### config.mk
export PLATFORM = sky130hd
export DESIGN_NAME = odps_selector
export DESIGN_NICKNAME = d
export VERILOG_FILES = /design/src/core/odps_pkg.sv /design/src/core/odps_entry_mem.sv /design/src/core/odps_selector.sv
export VERILOG_INCLUDE_DIRS = /design/src /design/src/core
export SDC_FILE = /design/constraint.sdc
export NUM_CORES = 2
export LEC_CHECK = 0
export BUFFER_PORTS_ARGS = -buffer_cell sky130_fd_sc_hd__buf_2
export CORE_MARGIN = 5
export CORE_UTILIZATION = 48
export DETAILED_ROUTE_END_ITERATION = 16
export PLACE_DENSITY = 0.69
export SLEW_MARGIN = 5
export SYNTH_ARGS = -nofsm -noshare
export SYNTH_HDL_FRONTEND = slang
export SYNTH_HIERARCHICAL = 1
export SYNTH_SLANG_ARGS = --single-unit
### constraint.sdc
create_clock -name MCLK -period 42.8 [get_ports MCLK]
set_input_delay 8.56 -clock MCLK [delete_from_list [all_inputs] [get_ports MCLK]]
set_output_delay 8.56 -clock MCLK [all_outputs]
set_load 0.1 [all_outputs]
### src/core/odps_consts.svh
/*
 Constants for the operation-data profile selector: value limits,
 factory values, field positions and ramp timing.
 Assumes inclusion by bare name from the core files.
*/
`ifndef ODPS_CONSTS_SVH
`define ODPS_CONSTS_SVH

// Entry count
`define ODPS_ENTRIES 8
// Speed limits in r/min
`define ODPS_SPEED_MIN 16'h0050
`define ODPS_SPEED_MAX 16'h0C4E
`define ODPS_SPEED_DEF 12'h050
`define ODPS_SPEED_POT_DEF 12'h000
// Ramp times in 0.1 s units
`define ODPS_RAMP_MIN 16'h0001
`define ODPS_RAMP_MAX 16'h0096
`define ODPS_RAMP_DEF 8'h05
// Torque limit in percent of rated torque
`define ODPS_TRQ_MIN 16'h0000
`define ODPS_TRQ_MAX 16'h00C8
`define ODPS_TRQ_DEF 8'hC8
// Entry word layout
`define ODPS_F_SPEED_LSB 0
`define ODPS_F_ACCEL_LSB 12
`define ODPS_F_DECEL_LSB 20
`define ODPS_F_TRQ_LSB 28
`define ODPS_ENTRY_W 36
// Ramp reference and update timing
`define ODPS_RAMP_REF_RPM 3000
`define ODPS_RAMP_UNIT_US 100000
`define ODPS_UPDATE_US 1000
`define ODPS_CLK_MHZ 40
`define ODPS_TICK_CYCLES (`ODPS_UPDATE_US * `ODPS_CLK_MHZ)
// Step numerator in r/min x 256 per update per ramp unit
`define ODPS_STEP_NUM (`ODPS_RAMP_REF_RPM * 256 * `ODPS_UPDATE_US / `ODPS_RAMP_UNIT_US)

`endif

### src/core/odps_pkg.sv
/*
 Types for the operation-data profile selector.
 Assumes nothing beyond a SystemVerilog compiler.
*/
package odps_pkg;

	// Where a value comes from
	typedef enum logic [1:0] {
		ODPS_SRC_DIGITAL,
		ODPS_SRC_POT_ONE,
		ODPS_SRC_POT_TWO,
		ODPS_SRC_EXTERNAL
	} odps_src_t;

	// Which item a setting write targets
	typedef enum logic [2:0] {
		ODPS_FLD_SPEED,
		ODPS_FLD_ACCEL,
		ODPS_FLD_DECEL,
		ODPS_FLD_TORQUE,
		ODPS_FLD_SOURCES
	} odps_field_t;

	// Source set of one entry, packed as written
	typedef struct packed {
		odps_src_t decel;
		odps_src_t accel;
		odps_src_t torque;
		odps_src_t speed;
	} odps_srcset_t;

endpackage

### src/core/odps_entry_mem.sv
/*
 Small entry store: one masked write port, one registered read port.
 Assumes one clock, asynchronous active-low reset to RESET_WORD.
*/
`timescale 1ns/1ps
`default_nettype none

module odps_entry_mem #(
	parameter int DEPTH = 8,
	parameter int AW = 3,
	parameter int W = 36,
	parameter logic [W-1:0] RESET_WORD = '0
) (
	// Clock and reset
	input wire logic clk,
	input wire logic rst_n,
	// Write side
	input wire logic wr_en,
	input wire logic [AW-1:0] wr_addr,
	input wire logic [W-1:0] wr_mask,
	input wire logic [W-1:0] wr_data,
	// Read side
	input wire logic [AW-1:0] rd_addr,
	output logic [W-1:0] rd_data
);

	logic [W-1:0] mem [DEPTH];      // Entry words
	logic [W-1:0] next_mem [DEPTH]; // Next entry words
	logic [W-1:0] next_rd;          // Next read word

	// Masked merge, so fields are written one at a time
	always_comb begin
		for (int i = 0; i < DEPTH; i++) begin
			next_mem[i] = mem[i];
		end
		if (wr_en) begin
			next_mem[wr_addr] = (mem[wr_addr] & ~wr_mask) | (wr_data & wr_mask);
		end
		next_rd = mem[rd_addr];
	end

	// Register store and read data
	always_ff @(posedge clk or negedge rst_n) begin
		if (!rst_n) begin
			for (int i = 0; i < DEPTH; i++) begin
				mem[i] <= RESET_WORD;
			end
			rd_data <= RESET_WORD; // Read word matches the store from the first cycle
		end else begin
			mem <= next_mem;
			rd_data <= next_rd;
		end
	end

endmodule

`default_nettype wire

### src/core/odps_selector.sv
/*
 Operation-data profile selector: eight entries, source selection,
 conflict flags, torque cap gating and a linear speed ramp.
 Assumes pot and external samples come from same-clock logic, while
 select, run and torque-cap pins are asynchronous.
*/
// What this block does
// RULE1 - Keep eight entries with four values
// RULE2 - Acceleration time means standstill to 3000
// RULE3 - Deceleration time means 3000 to standstill
// RULE4 - Torque limit percent, zero to 200
// RULE5 - Source changes apply only when stopped
// RULE6 - Factory sources per entry as listed
// RULE7 - Allowed sources per value kind
// RULE8 - Same non-digital speed/torque source flags error
// RULE9 - Conflicting entry refuses run, raises flag
// RULE10 - Digital speed 80 to 3150, default 80
// RULE11 - Pot speed defaults to zero
// RULE12 - Digital ramp 0.1 to 15.0, default 0.5
// RULE13 - Pot ramp 0.1 to 15.0, rising
// RULE14 - Parameter picks analog or PWM external
// RULE15 - Cap torque only while enable active
// RULE16 - Unmapped enable counts as always active
// RULE17 - Multiple mapped terminals all must be on
// RULE18 - Three select inputs pick entry, MSB first
// RULE19 - Drive error and refused flag outputs
// RULE20 - Linear ramp step from 3000 and time
// RULE21 - Clamp out-of-range digital writes
`timescale 1ns/1ps
`default_nettype none
`include "odps_consts.svh"

module odps_selector #(
	parameter int TL_PINS = 2,
	parameter int TICK_CYCLES = `ODPS_TICK_CYCLES,
	parameter logic [7:0] TORQUE_PEAK_PCT = 8'hFF
) (
	// Clock and reset
	input wire logic MCLK,
	input wire logic RST_N,
	// Setting writes
	input wire logic WR_EN,
	input wire logic [2:0] WR_ENTRY,
	input wire odps_pkg::odps_field_t WR_FIELD,
	input wire logic [15:0] WR_DATA,
	// Control pins
	input wire logic ENTRY_SELECT_BIT0,
	input wire logic ENTRY_SELECT_BIT1,
	input wire logic ENTRY_SELECT_BIT2,
	input wire logic RUN_REQUEST,
	input wire logic [TL_PINS-1:0] TORQUE_CAP_ENABLE_INPUT,
	// Configuration
	input wire logic [TL_PINS-1:0] TORQUE_CAP_MAP,
	input wire logic EXT_USE_PWM,
	// Setting device samples
	input wire logic [11:0] INTERNAL_POT_ONE,
	input wire logic [11:0] INTERNAL_POT_TWO,
	input wire logic [11:0] EXT_ANALOG_LEVEL,
	input wire logic [11:0] EXT_PWM_DUTY,
	// Drive stage
	input wire logic MOTOR_STOPPED,
	// Outputs to drive stage
	output logic [11:0] SPEED_REF,
	output logic [7:0] TORQUE_CAP_PCT,
	output logic TORQUE_CAP_ACTIVE,
	output logic RUN_GRANTED,
	// Information bits
	output logic SETTING_ERROR_FLAG,
	output logic RUN_REFUSED_FLAG,
	output logic [2:0] ACTIVE_ENTRY
);

	localparam int EW = `ODPS_ENTRY_W;
	localparam logic [19:0] STEP_NUM = 20'(`ODPS_STEP_NUM);
	localparam logic [EW-1:0] RESET_WORD = {`ODPS_TRQ_DEF, `ODPS_RAMP_DEF,
		`ODPS_RAMP_DEF, `ODPS_SPEED_DEF};

	// Clamp a written value into its range
	function automatic logic [15:0] clamp16(input logic [15:0] v,
		input logic [15:0] lo, input logic [15:0] hi);
		if (v < lo) begin
			return lo;
		end else if (v > hi) begin
			return hi;
		end
		return v;
	endfunction

	// Map a 12-bit sample onto 0..full-1
	function automatic logic [11:0] scale12(input logic [11:0] raw,
		input logic [11:0] full);
		logic [23:0] p;
		p = {12'h000, raw} * {12'h000, full};
		return p[23:12];
	endfunction

	// Choose a value by its source
	function automatic logic [11:0] pick(input odps_pkg::odps_src_t s,
		input logic [11:0] dig, input logic [11:0] p1,
		input logic [11:0] p2, input logic [11:0] ext);
		unique case (s)
			odps_pkg::ODPS_SRC_DIGITAL: return dig;
			odps_pkg::ODPS_SRC_POT_ONE: return p1;
			odps_pkg::ODPS_SRC_POT_TWO: return p2;
			odps_pkg::ODPS_SRC_EXTERNAL: return ext;
		endcase
	endfunction

	// Speed and torque on one shared non-digital source
	function automatic logic clash(input odps_pkg::odps_srcset_t s);
		return (s.speed == s.torque) && (s.speed != odps_pkg::ODPS_SRC_DIGITAL);
	endfunction

	// Factory source set of an entry
	function automatic odps_pkg::odps_srcset_t factory_src(input int i);
		odps_pkg::odps_srcset_t s;
		s = '{default: odps_pkg::ODPS_SRC_DIGITAL};
		if (i < 2) begin
			s.accel = odps_pkg::ODPS_SRC_POT_TWO;
			s.decel = odps_pkg::ODPS_SRC_POT_TWO;
		end
		if (i == 0) begin
			s.speed = odps_pkg::ODPS_SRC_EXTERNAL;
		end else if (i == 1) begin
			s.speed = odps_pkg::ODPS_SRC_POT_ONE;
		end
		return s;
	endfunction

	// Input pin synchronisers
	logic [2:0] sel_m, sel_s;
	logic run_m, run_s;
	logic [TL_PINS-1:0] tl_m, tl_s;

	// Two flops on every asynchronous pin
	always_ff @(posedge MCLK or negedge RST_N) begin
		if (!RST_N) begin
			sel_m <= 3'h0;
			sel_s <= 3'h0;
			run_m <= 1'b0;
			run_s <= 1'b0;
			tl_m <= '0;
			tl_s <= '0;
		end else begin
			sel_m <= {ENTRY_SELECT_BIT2, ENTRY_SELECT_BIT1, ENTRY_SELECT_BIT0}; // RULE18
			sel_s <= sel_m;
			run_m <= RUN_REQUEST;
			run_s <= run_m;
			tl_m <= TORQUE_CAP_ENABLE_INPUT;
			tl_s <= tl_m;
		end
	end

	// Source selections: written set and applied set
	odps_pkg::odps_srcset_t [7:0] pend_src, next_pend_src;
	odps_pkg::odps_srcset_t [7:0] act_src, next_act_src;
	odps_pkg::odps_srcset_t wr_src; // Sanitised write

	// Pending sets follow writes; applied sets catch up at standstill
	always_comb begin
		wr_src = odps_pkg::odps_srcset_t'(WR_DATA[7:0]);
		if (wr_src.accel == odps_pkg::ODPS_SRC_EXTERNAL) begin
			wr_src.accel = odps_pkg::ODPS_SRC_DIGITAL; // RULE7
		end
		if (wr_src.decel == odps_pkg::ODPS_SRC_EXTERNAL) begin
			wr_src.decel = odps_pkg::ODPS_SRC_DIGITAL; // RULE7
		end
		next_pend_src = pend_src;
		if (WR_EN && WR_FIELD == odps_pkg::ODPS_FLD_SOURCES) begin
			next_pend_src[WR_ENTRY] = wr_src;
		end
		// A change mid-run would jerk the drive, so it waits
		next_act_src = MOTOR_STOPPED ? pend_src : act_src; // RULE5
	end

	// Register source sets, factory values at reset
	always_ff @(posedge MCLK or negedge RST_N) begin
		if (!RST_N) begin
			for (int i = 0; i < `ODPS_ENTRIES; i++) begin
				pend_src[i] <= factory_src(i); // RULE6
				act_src[i] <= factory_src(i);
			end
		end else begin
			pend_src <= next_pend_src;
			act_src <= next_act_src;
		end
	end

	// Digital value writes into the entry store
	logic mem_we;
	logic [EW-1:0] wr_mask, wr_word, rd_word;
	logic [15:0] wr_clamped;

	// Build mask and clamped value per field
	always_comb begin
		mem_we = WR_EN && (WR_FIELD != odps_pkg::ODPS_FLD_SOURCES);
		wr_mask = '0;
		wr_word = '0;
		wr_clamped = 16'h0000;
		unique case (WR_FIELD)
			odps_pkg::ODPS_FLD_SPEED: begin
				wr_clamped = clamp16(WR_DATA, `ODPS_SPEED_MIN, `ODPS_SPEED_MAX); // RULE10 RULE21
				wr_mask[`ODPS_F_SPEED_LSB +: 12] = 12'hFFF;
				wr_word[`ODPS_F_SPEED_LSB +: 12] = wr_clamped[11:0];
			end
			odps_pkg::ODPS_FLD_ACCEL: begin
				wr_clamped = clamp16(WR_DATA, `ODPS_RAMP_MIN, `ODPS_RAMP_MAX); // RULE12 RULE21
				wr_mask[`ODPS_F_ACCEL_LSB +: 8] = 8'hFF;
				wr_word[`ODPS_F_ACCEL_LSB +: 8] = wr_clamped[7:0];
			end
			odps_pkg::ODPS_FLD_DECEL: begin
				wr_clamped = clamp16(WR_DATA, `ODPS_RAMP_MIN, `ODPS_RAMP_MAX); // RULE12 RULE21
				wr_mask[`ODPS_F_DECEL_LSB +: 8] = 8'hFF;
				wr_word[`ODPS_F_DECEL_LSB +: 8] = wr_clamped[7:0];
			end
			odps_pkg::ODPS_FLD_TORQUE: begin
				wr_clamped = clamp16(WR_DATA, `ODPS_TRQ_MIN, `ODPS_TRQ_MAX); // RULE4 RULE21
				wr_mask[`ODPS_F_TRQ_LSB +: 8] = 8'hFF;
				wr_word[`ODPS_F_TRQ_LSB +: 8] = wr_clamped[7:0];
			end
			odps_pkg::ODPS_FLD_SOURCES: begin
				wr_mask = '0;
			end
		endcase
	end

	// Eight stored entries, read data one cycle behind the select
	odps_entry_mem #(
		.DEPTH(`ODPS_ENTRIES),
		.AW(3),
		.W(EW),
		.RESET_WORD(RESET_WORD)
	) u_entries (
		.clk(MCLK),
		.rst_n(RST_N),
		.wr_en(mem_we),
		.wr_addr(WR_ENTRY),
		.wr_mask(wr_mask),
		.wr_data(wr_word),
		.rd_addr(sel_s),
		.rd_data(rd_word)
	); // RULE1

	// Effective values of the entry in use
	odps_pkg::odps_srcset_t cur_src;
	logic [11:0] ext_raw, spd_pot1, spd_pot2, spd_ext, cur_speed;
	logic [11:0] rmp_pot1, rmp_pot2, cur_accel, cur_decel, cur_trq;
	logic [7:0] ramp_t;
	logic [19:0] target_q, step;
	logic [19:0] ref_q, next_ref_q; // Speed reference with 8 fraction bits
	logic [7:0] conf_vec;
	logic cap_en, run_ok;

	// Resolve sources, conflicts and torque enable
	always_comb begin
		cur_src = act_src[ACTIVE_ENTRY];
		ext_raw = EXT_USE_PWM ? EXT_PWM_DUTY : EXT_ANALOG_LEVEL; // RULE14
		spd_pot1 = `ODPS_SPEED_POT_DEF + scale12(INTERNAL_POT_ONE, 12'(`ODPS_SPEED_MAX)); // RULE11
		spd_pot2 = `ODPS_SPEED_POT_DEF + scale12(INTERNAL_POT_TWO, 12'(`ODPS_SPEED_MAX));
		spd_ext = scale12(ext_raw, 12'(`ODPS_SPEED_MAX));
		// Pot at zero gives the shortest ramp, full gives the longest
		rmp_pot1 = scale12(INTERNAL_POT_ONE, 12'(`ODPS_RAMP_MAX)) + 12'(`ODPS_RAMP_MIN); // RULE13
		rmp_pot2 = scale12(INTERNAL_POT_TWO, 12'(`ODPS_RAMP_MAX)) + 12'(`ODPS_RAMP_MIN); // RULE13
		cur_speed = pick(cur_src.speed, rd_word[`ODPS_F_SPEED_LSB +: 12],
			spd_pot1, spd_pot2, spd_ext);
		cur_accel = pick(cur_src.accel, {4'h0, rd_word[`ODPS_F_ACCEL_LSB +: 8]},
			rmp_pot1, rmp_pot2, {4'h0, rd_word[`ODPS_F_ACCEL_LSB +: 8]});
		cur_decel = pick(cur_src.decel, {4'h0, rd_word[`ODPS_F_DECEL_LSB +: 8]},
			rmp_pot1, rmp_pot2, {4'h0, rd_word[`ODPS_F_DECEL_LSB +: 8]});
		cur_trq = pick(cur_src.torque, {4'h0, rd_word[`ODPS_F_TRQ_LSB +: 8]},
			scale12(INTERNAL_POT_ONE, 12'(`ODPS_TRQ_MAX)),
			scale12(INTERNAL_POT_TWO, 12'(`ODPS_TRQ_MAX)),
			scale12(ext_raw, 12'(`ODPS_TRQ_MAX))); // RULE4
		for (int i = 0; i < `ODPS_ENTRIES; i++) begin
			conf_vec[i] = clash(act_src[i]); // RULE8
		end
		run_ok = run_s && !conf_vec[ACTIVE_ENTRY]; // RULE9
		// Unmapped pins count as on; mapped ones must all be on
		cap_en = &(tl_s | ~TORQUE_CAP_MAP); // RULE16 RULE17
		target_q = run_ok ? {cur_speed, 8'h00} : 20'h00000;
		ramp_t = (ref_q < target_q) ? cur_accel[7:0] : cur_decel[7:0]; // RULE2 RULE3
		// Ramp time is never zero, both paths floor at the minimum
		step = STEP_NUM / {12'h000, ramp_t}; // RULE20
	end

	// Ramp state: update tick and speed reference with 8 fraction bits
	logic [31:0] tick_cnt, next_tick_cnt;
	logic tick;

	// Move the reference one step per update, never past the target
	always_comb begin
		tick = (tick_cnt == 32'(TICK_CYCLES - 1));
		next_tick_cnt = tick ? 32'h00000000 : tick_cnt + 32'h00000001;
		next_ref_q = ref_q;
		if (tick) begin
			if (ref_q < target_q) begin
				next_ref_q = (target_q - ref_q > step) ? ref_q + step : target_q; // RULE2 RULE20
			end else if (ref_q > target_q) begin
				next_ref_q = (ref_q - target_q > step) ? ref_q - step : target_q; // RULE3 RULE20
			end
		end
	end

	// Register ramp state
	always_ff @(posedge MCLK or negedge RST_N) begin
		if (!RST_N) begin
			tick_cnt <= 32'h00000000;
			ref_q <= 20'h00000;
		end else begin
			tick_cnt <= next_tick_cnt;
			ref_q <= next_ref_q;
		end
	end

	// Output values
	logic [7:0] next_trq_pct;
	logic next_cap_active, next_grant, next_err, next_refuse;

	// Torque cap, grant and information bits
	always_comb begin
		next_trq_pct = cap_en ? cur_trq[7:0] : TORQUE_PEAK_PCT; // RULE15
		next_cap_active = cap_en; // RULE15
		next_grant = run_ok; // RULE9
		next_err = |conf_vec; // RULE8 RULE19
		next_refuse = run_s && conf_vec[ACTIVE_ENTRY]; // RULE9 RULE19
	end

	// Register outputs; entry number tracks the read data
	always_ff @(posedge MCLK or negedge RST_N) begin
		if (!RST_N) begin
			SPEED_REF <= 12'h000;
			TORQUE_CAP_PCT <= 8'h00;
			TORQUE_CAP_ACTIVE <= 1'b0;
			RUN_GRANTED <= 1'b0;
			SETTING_ERROR_FLAG <= 1'b0;
			RUN_REFUSED_FLAG <= 1'b0;
			ACTIVE_ENTRY <= 3'h0;
		end else begin
			SPEED_REF <= next_ref_q[19:8];
			TORQUE_CAP_PCT <= next_trq_pct;
			TORQUE_CAP_ACTIVE <= next_cap_active;
			RUN_GRANTED <= next_grant;
			SETTING_ERROR_FLAG <= next_err;
			RUN_REFUSED_FLAG <= next_refuse;
			ACTIVE_ENTRY <= sel_s; // RULE18
		end
	end
endmodule

`default_nettype wire

### After elaboration in Yosys (flattened, before gate mapping)

Index checks and enable logic that the tools add are counted.

| word-level totals | value |
|---|---|
| logic and storage cells | 250 |
| flip-flop bits (word level) | 531 |
| output and inout port bits | 27 |

| operators by class | value |
|---|---|
| bitwise operators | 8 |
| equality and inequality tests | 28 |
| $add $sub $neg | 7 |
| $lt $le $gt $ge | 16 |
| divide/modulo/power cells | 1 |
| reductions and logical operators | 34 |
| multiplexer cells | 60 |
| multiply operators | 8 |

Operators by type and width:

| operator | number |
|---|---|
| $bwmux 288 | 1 |
| $bmux 36 s3 | 2 |
| $mux 36 | 5 |
| $mux 8 | 17 |
| $mux 20 | 6 |
| $demux 36 s3 | 1 |
| $and 36x36->36 | 2 |
| $mux 12 | 6 |
| $mul 12x11->23 const B | 3 |
| $bwmux 64 | 1 |
| $gt 20x20->1 | 3 |
| $sub 20x20->20 | 3 |
| $mul 12x5->17 const B | 3 |
| $pmux 12 s4 | 1 |
| $pmux 8 s3 | 2 |
| $mul 12x7->19 const B | 2 |
| $not 36->36 | 1 |
| $or 36x36->36 | 1 |
| $add 32x1->32 const B | 1 |
| $eq 32x16->1 const B | 1 |
| $gt 16x8->1 const B | 2 |
| $lt 16x1->1 const B | 2 |
| $mux 32 | 1 |
| $pmux 8 s4 | 1 |
| other kinds (33) | 94 |

### Logic depth before layout (Yosys ltp)

| logic depth | value |
|---|---|
| depth in word-level cells | 15 |
| gate-level depth with buffers | 298 |

### Cells and area by module

Netlist, hierarchy kept.

Modules (own cells, without submodules):

| module | cells an instance | times used | area each (um^2) | sequential area each (um^2) |
|---|---|---|---|---|
| odps_selector | 3950 | 1 | 33788.7 | 5197.5 |
| odps_entry_mem | 1639 | 1 | 17595.6 | 8209.1 |

### Worst setup path after synthesis

OpenSTA, ideal clock, no wires.

| path | value |
|---|---|
| path type | input -> register |
| start point | input port EXT_USE_PWM |
| end point | register SPEED_REF[11] |
| stages | 274 |
| buffers on the path | 15 |
| slack | -14884 ps |
| library setup time | 125 ps |
| data arrival time | 57559 ps |
| path through | buf_1 > mux2_2 > ha_1 > fa_1 > fa_1 > inv_1 > fa_1 > fa_1 > inv_1 > ha_1 > a21o_1 > a21o_1 > a21o_1 > a21o_1 > a21o_1 > a21o_1 > a21o_1 > a21o_1 > [238 not listed] > a21o_1 > a21oi_1 > o21bai_1 > a21oi_1 > o21bai_1 > a21oi_1 > o21bai_1 > a21oi_1 > o21bai_1 > a21oi_1 > nor2_1 > nor2_1 > nor2_1 > nor2_1 > xor2_1 > o22ai_1 > a21oi_1 > mux2_2 |

| on the way | value |
|---|---|
| cells in the longest elaborated chain, start to end | 12 |
| elaborated cells on any way between the ends | 21 |
| those cells by class | add/sub: 4; mul: 1; div: 1; order compare: 4; mux: 9; reduce/logical: 2 |

RTL lines:

| what | RTL line | source |
|---|---|---|
| start, declared | odps_selector.sv:54 | `input wire logic EXT_USE_PWM,` |
| $mux 12 (*) | odps_selector.sv:257 | `ext_raw = EXT_USE_PWM ? EXT_PWM_DUTY : EXT_ANALOG_LEVEL;` |
| $mul 12x11->23 (*) | odps_selector.sv:93 | `p = {12'h000, raw} * {12'h000, full};` |
| $pmux 12 s4 (*) | odps_selector.sv:101 | `unique case (s)` |
| $mux 20 (*) | odps_selector.sv:280 | `target_q = run_ok ? {cur_speed, 8'h00} : 20'h00000;` |
| $lt 20x20->1 | odps_selector.sv:281, odps_selector.sv:296 |  |
| $mux 8 | odps_selector.sv:281 | `ramp_t = (ref_q < target_q) ? cur_accel[7:0] : cur_decel[7:0];` |
| $div 13x8->20 | odps_selector.sv:283 | `step = STEP_NUM / {12'h000, ramp_t};` |
| $sub 20x20->20 or $gt 20x20->1 (tied branches) | odps_selector.sv:299 | `next_ref_q = (ref_q - target_q > step) ? ref_q - step : target_q;` |
| $mux 20 | odps_selector.sv:299 |  |
| $mux 20 | odps_selector.sv:298 | `end else if (ref_q > target_q) begin` |
| $mux 20 | odps_selector.sv:296 | `if (ref_q < target_q) begin` |
| $mux 20 | odps_selector.sv:295 | `if (tick) begin` |
| end signal, assigned | odps_selector.sv:339 | `SPEED_REF <= next_ref_q[19:8];` |
| end, declared | odps_selector.sv:63 | `output logic [11:0] SPEED_REF,` |

Mark *: on every way between the ends. The rest lies on a longest branch, timed or not. The select of a mux whose other input is x is not followed.
A chain may end at the register's enable or synchronous reset.

### Worst setup path in the final report

| path | value |
|---|---|
| start point | input port EXT_USE_PWM |
| end point | register SPEED_REF[10] |

Same word-level chain as after synthesis.

==> metrics.md <==
| Metric | Value |
|---|---|
| Status | `finished with violations` |
| Violated checks | `negative setup slack` |
| Multi-input gate area in the final layout | `~36,000 µm²` |
| Syn nets | `between 6,000 and 7,000` |
| Die area | `roughly 110,000 µm²` |
| Commonest non-fill, non-tap cell in the layout | `buf_4` |
| Commonest cells after routing, fill and taps aside | `1,199 x buf_4, 526 x ha_1, 521 x inv_1` |
| Source of the worst register-to-register timing path | `ACTIVE_ENTRY[1]$_DFF_PN0_` |
| Number of placed I/O pins | `between 100 and 150` |
| Initial antenna violation count | `2` |
| Slowest-stage cell, CP | `fa_1` |
| Total number of vias | `between 40,000 and 50,000` |
| Share of post-route cells with drive strength above 1 | `0.323` |
| Area of the placeable core | `about 110,000 µm²` |
| Worst slew pin tran | `around 1.2 ns` |
| First-pass GRT wire length | `253,000 µm` |
| Cell mode on critical path | `a21o_1` |
| Total placed cells including tap cells | `slightly below 8,000` |
| Max Clk Rate | `a little under 20 MHz` |
| Global routing usage summed across all routing layers | `0.273` |
| Die outline width | `337 µm` |
| Clock tree root driver cell | `clkbuf_16` |
| Hold buffer count at CTS | `0` |
| Arrival time reported for the critical path endpoint | `~51 ns` |
| Avg Cell Area, Syn | `9.19 µm²` |
| Sequential Area | `between 10,000 and 15,000 µm²` |
| Rel. slew slack | `0.179` |
| Height of the die | `roughly 340 µm` |
| Pre-antenna DRT Iters | `7` |
| Top FF cell, synth | `dfrtp_1` |
| Post-route minimum period | `between 50 and 60 ns` |
| Reg-to-reg slack, setup | `2.69 ns` |
| Worst min-delay path startpoint | `sel_m[2]$_DFF_PN0_` |
| Post-DP HPWL | `~120,000 µm` |
| Critical Path RT | `roughly 43 ns` |
| Worst Setup Start Kind | `input port` |
| CTS tree | `built` |
| R2R cell count | `approximately 250` |
| Placer Congestion | `roughly 0.9` |
| RSZ-0062 raised after global routing | `true` |
| Remaining design rule violation count | `0` |
| Vias in the first global route | `between 40,000 and 50,000` |
| Worst slack at placement | `-8.75 ns` |
| Count of fill cells added during filler insertion | `just under 9,000` |
| Number of enable flip-flop cells after synthesis | `0` |
| Share of synthesized flip-flops with an asynchronous set or reset | `1.00` |
| Vias per cell | `a little under 6` |
| Max-slew violation total from the final report | `0` |
| Post-detailed-routing wire length | `approximately 160,000 µm` |
| Delay of the slowest critical-path stage | `slightly above 0.5 ns` |
| Post-synthesis sequential area ratio | `0.261` |
| Overflow left after global routing | `0` |
| Register bit count reported by yosys | `approximately 530` |
| Placement row count | `between 100 and 150` |
| Number of maximum-capacitance constraint violations | `0` |
| Hold Worst Slack | `roughly 0.35 ns` |
| Min-Delay Path Class | `register to register` |
| Post-layout net count | `approximately 7,500` |
| Initial DRC count | `between 3,000 and 4,000` |
| Starting density of the core | `0.481` |
| Number of cells produced by synthesis | `5,589` |
| Number of buffers added by the clock tree synthesis step | `56` |
| Maximum number of pins on one net before global-route repair | `164` |
| WHS Endpoint | `sel_s[2]$_DFF_PN0_` |
| Port-buffer cells | `around 110` |
| Post-DRT Antenna Nets | `0` |
| Worst Hold Depth | `0` |
| Worst-case clock skew | `between 0.03 and 0.04 ns` |
| Distinct cell type count after synthesis | `150` |
| Buffer depth of the longest clock path | `3` |
| Reg-to-reg critical path endpoint | `SPEED_REF[10]$_DFFE_PN0P_` |
| Total of endpoints with negative setup slack in the final report | `20` |
| Number of endpoints with negative hold slack in the final report | `0` |
| Average wire per cell in the routed design | `between 15 and 20 µm` |
| Clock slew at the register clock pins of the worst setup and hold paths | `roughly 0.07 ns` |
| Maximum fanout along the worst path | `11` |
| Synthesis warning total | `6` |
| CTS Sinks | `531` |
| Final clock period utilization by the worst path | `1.18` |
| H-tree Lvls | `2` |
| Mapped cell area | `51,400 µm²` |
| Synth-to-layout area growth | `27.2%` |
| Worst Path Class, Setup | `input port to register` |
| Worst Setup Slack, final | `-7.58 ns` |
| Clock latency on the worst-skew pair | `about 0.66 ns` |
| Final instance count without filler cells | `8,165` |
| Nature of the critical path endpoint | `register` |
[final cells by class]
cell class / instances / area share
well taps: 1403 / 0.0269
clock inverters: 26 / 0.00573
inverters: 543 / 0.0317
multi-input cells: 4255 / 0.556
flip-flops and latches: 531 / 0.205
repair buffers: 1325 / 0.150
diodes: 2 / 0.0000766
clock buffers: 80 / 0.0244
[layer usage]
layer	wire, µm	vias up	GRT usage
li1	-	22400	-
met1	65500	23000	0.349
met2	75900	1581	0.463
met3	10700	449	0.0413
met4	8040	2	0.113
met5	13	-	0
[synth_stat cells (137+ instances only)]
| master | number | area, µm² |
|---|---|---|
| clkbuf_1 | 143 | 537 |
| nand2_1 | 494 | 1850 |
| fa_1 | 137 | 2740 |
| a21oi_1 | 265 | 1330 |
| o21ai_0 | 186 | 931 |
| nor2_1 | 344 | 1290 |
| o21ai_1 | 188 | 941 |
| xnor2_1 | 153 | 1340 |
| inv_1 | 528 | 1980 |
| mux2_2 | 170 | 1910 |
| ha_1 | 564 | 7060 |
| dfrtp_1 | 436 | 10900 |
[worst max-delay path by stage]
stage                            from                   endpoint  slack (ns)
final                     EXT_USE_PWM  SPEED_REF[10]$_DFFE_PN0P_       -7.58
after floorplan           EXT_USE_PWM  SPEED_REF[11]$_DFFE_PN0P_       -8.98
after detailed placement  EXT_USE_PWM  SPEED_REF[10]$_DFFE_PN0P_       -8.75
after CTS                 EXT_USE_PWM  SPEED_REF[10]$_DFFE_PN0P_       -7.37
after global placement    EXT_USE_PWM  SPEED_REF[10]$_DFFE_PN0P_       -7.45
after global routing      EXT_USE_PWM  SPEED_REF[10]$_DFFE_PN0P_      -10.02
[state kept, by name (all words and copies together) (netlist names)]
signal / cells
u_entries/mem: 288
TORQUE_CAP_PCT: 8
sel_s: 3
tl_m: 2
sel_m: 3
RUN_REFUSED_FLAG: 1
SPEED_REF: 12
SETTING_ERROR_FLAG: 1
tick_cnt: 32
ACTIVE_ENTRY: 3
act_src: 64
ref_q: 8
pend_src: 64
u_entries/rd_data: 36
tl_s: 2
TORQUE_CAP_ACTIVE: 1
run_m: 1
run_s: 1
RUN_GRANTED: 1
[logic make-up after synthesis]
group / count (synthesis) / synth area share
AOI/OAI and AO/OA: 1431 / 0.196
xor gates and xnor gates: 226 / 0.0392
adders and majority gates: 701 / 0.191
buffers and inverters: 803 / 0.0643
DFF: 531 / 0.261
muxes: 393 / 0.103
other: 1 / 0.0000730
and+or+nand+nor: 1503 / 0.146
[metrics by stage]
| step | utilization | instance area [µm²] | TNS, ns |
|---|---|---|---|
| 5_1_grt | 0.612 | 65300 | -190.85 |
| 3_5_place_dp | 0.576 | 61500 | -166.32 |
| 2_1_floorplan | - | 52200 | -168.75 |
| 3_3_place_gp | 0.576 | 61500 | -141.72 |
| 6_report | 0.612 | 65300 | -143.05 |
| 4_1_cts | 0.601 | 64200 | -140.92 |
[critical path: cells and delay by family]
| kind | cells | cell delay (ns) |
|---|---|---|
| AO/OA/AOI/OAI | 117 | 17.92 |
| XOR/XNOR | 2 | 0.41 |
| adder cells (fa/ha/maj) | 26 | 7.46 |
| buffers and inverters | 40 | 4.44 |
| multiplexers | 5 | 1.41 |
| AND/OR/NAND/NOR | 84 | 10.69 |
[timing repair]
item / in CTS / in global routing
buffers inserted: 62 / 60
gates resized for setup: 61 / 166
endpoints found under the setup margin: 20 / 20
gates cloned: 0 / 1
pin swaps: 42 / 156
Power is not shown: default switching activity piles up to over one toggle a cycle in this logic, so the estimate is an artifact.
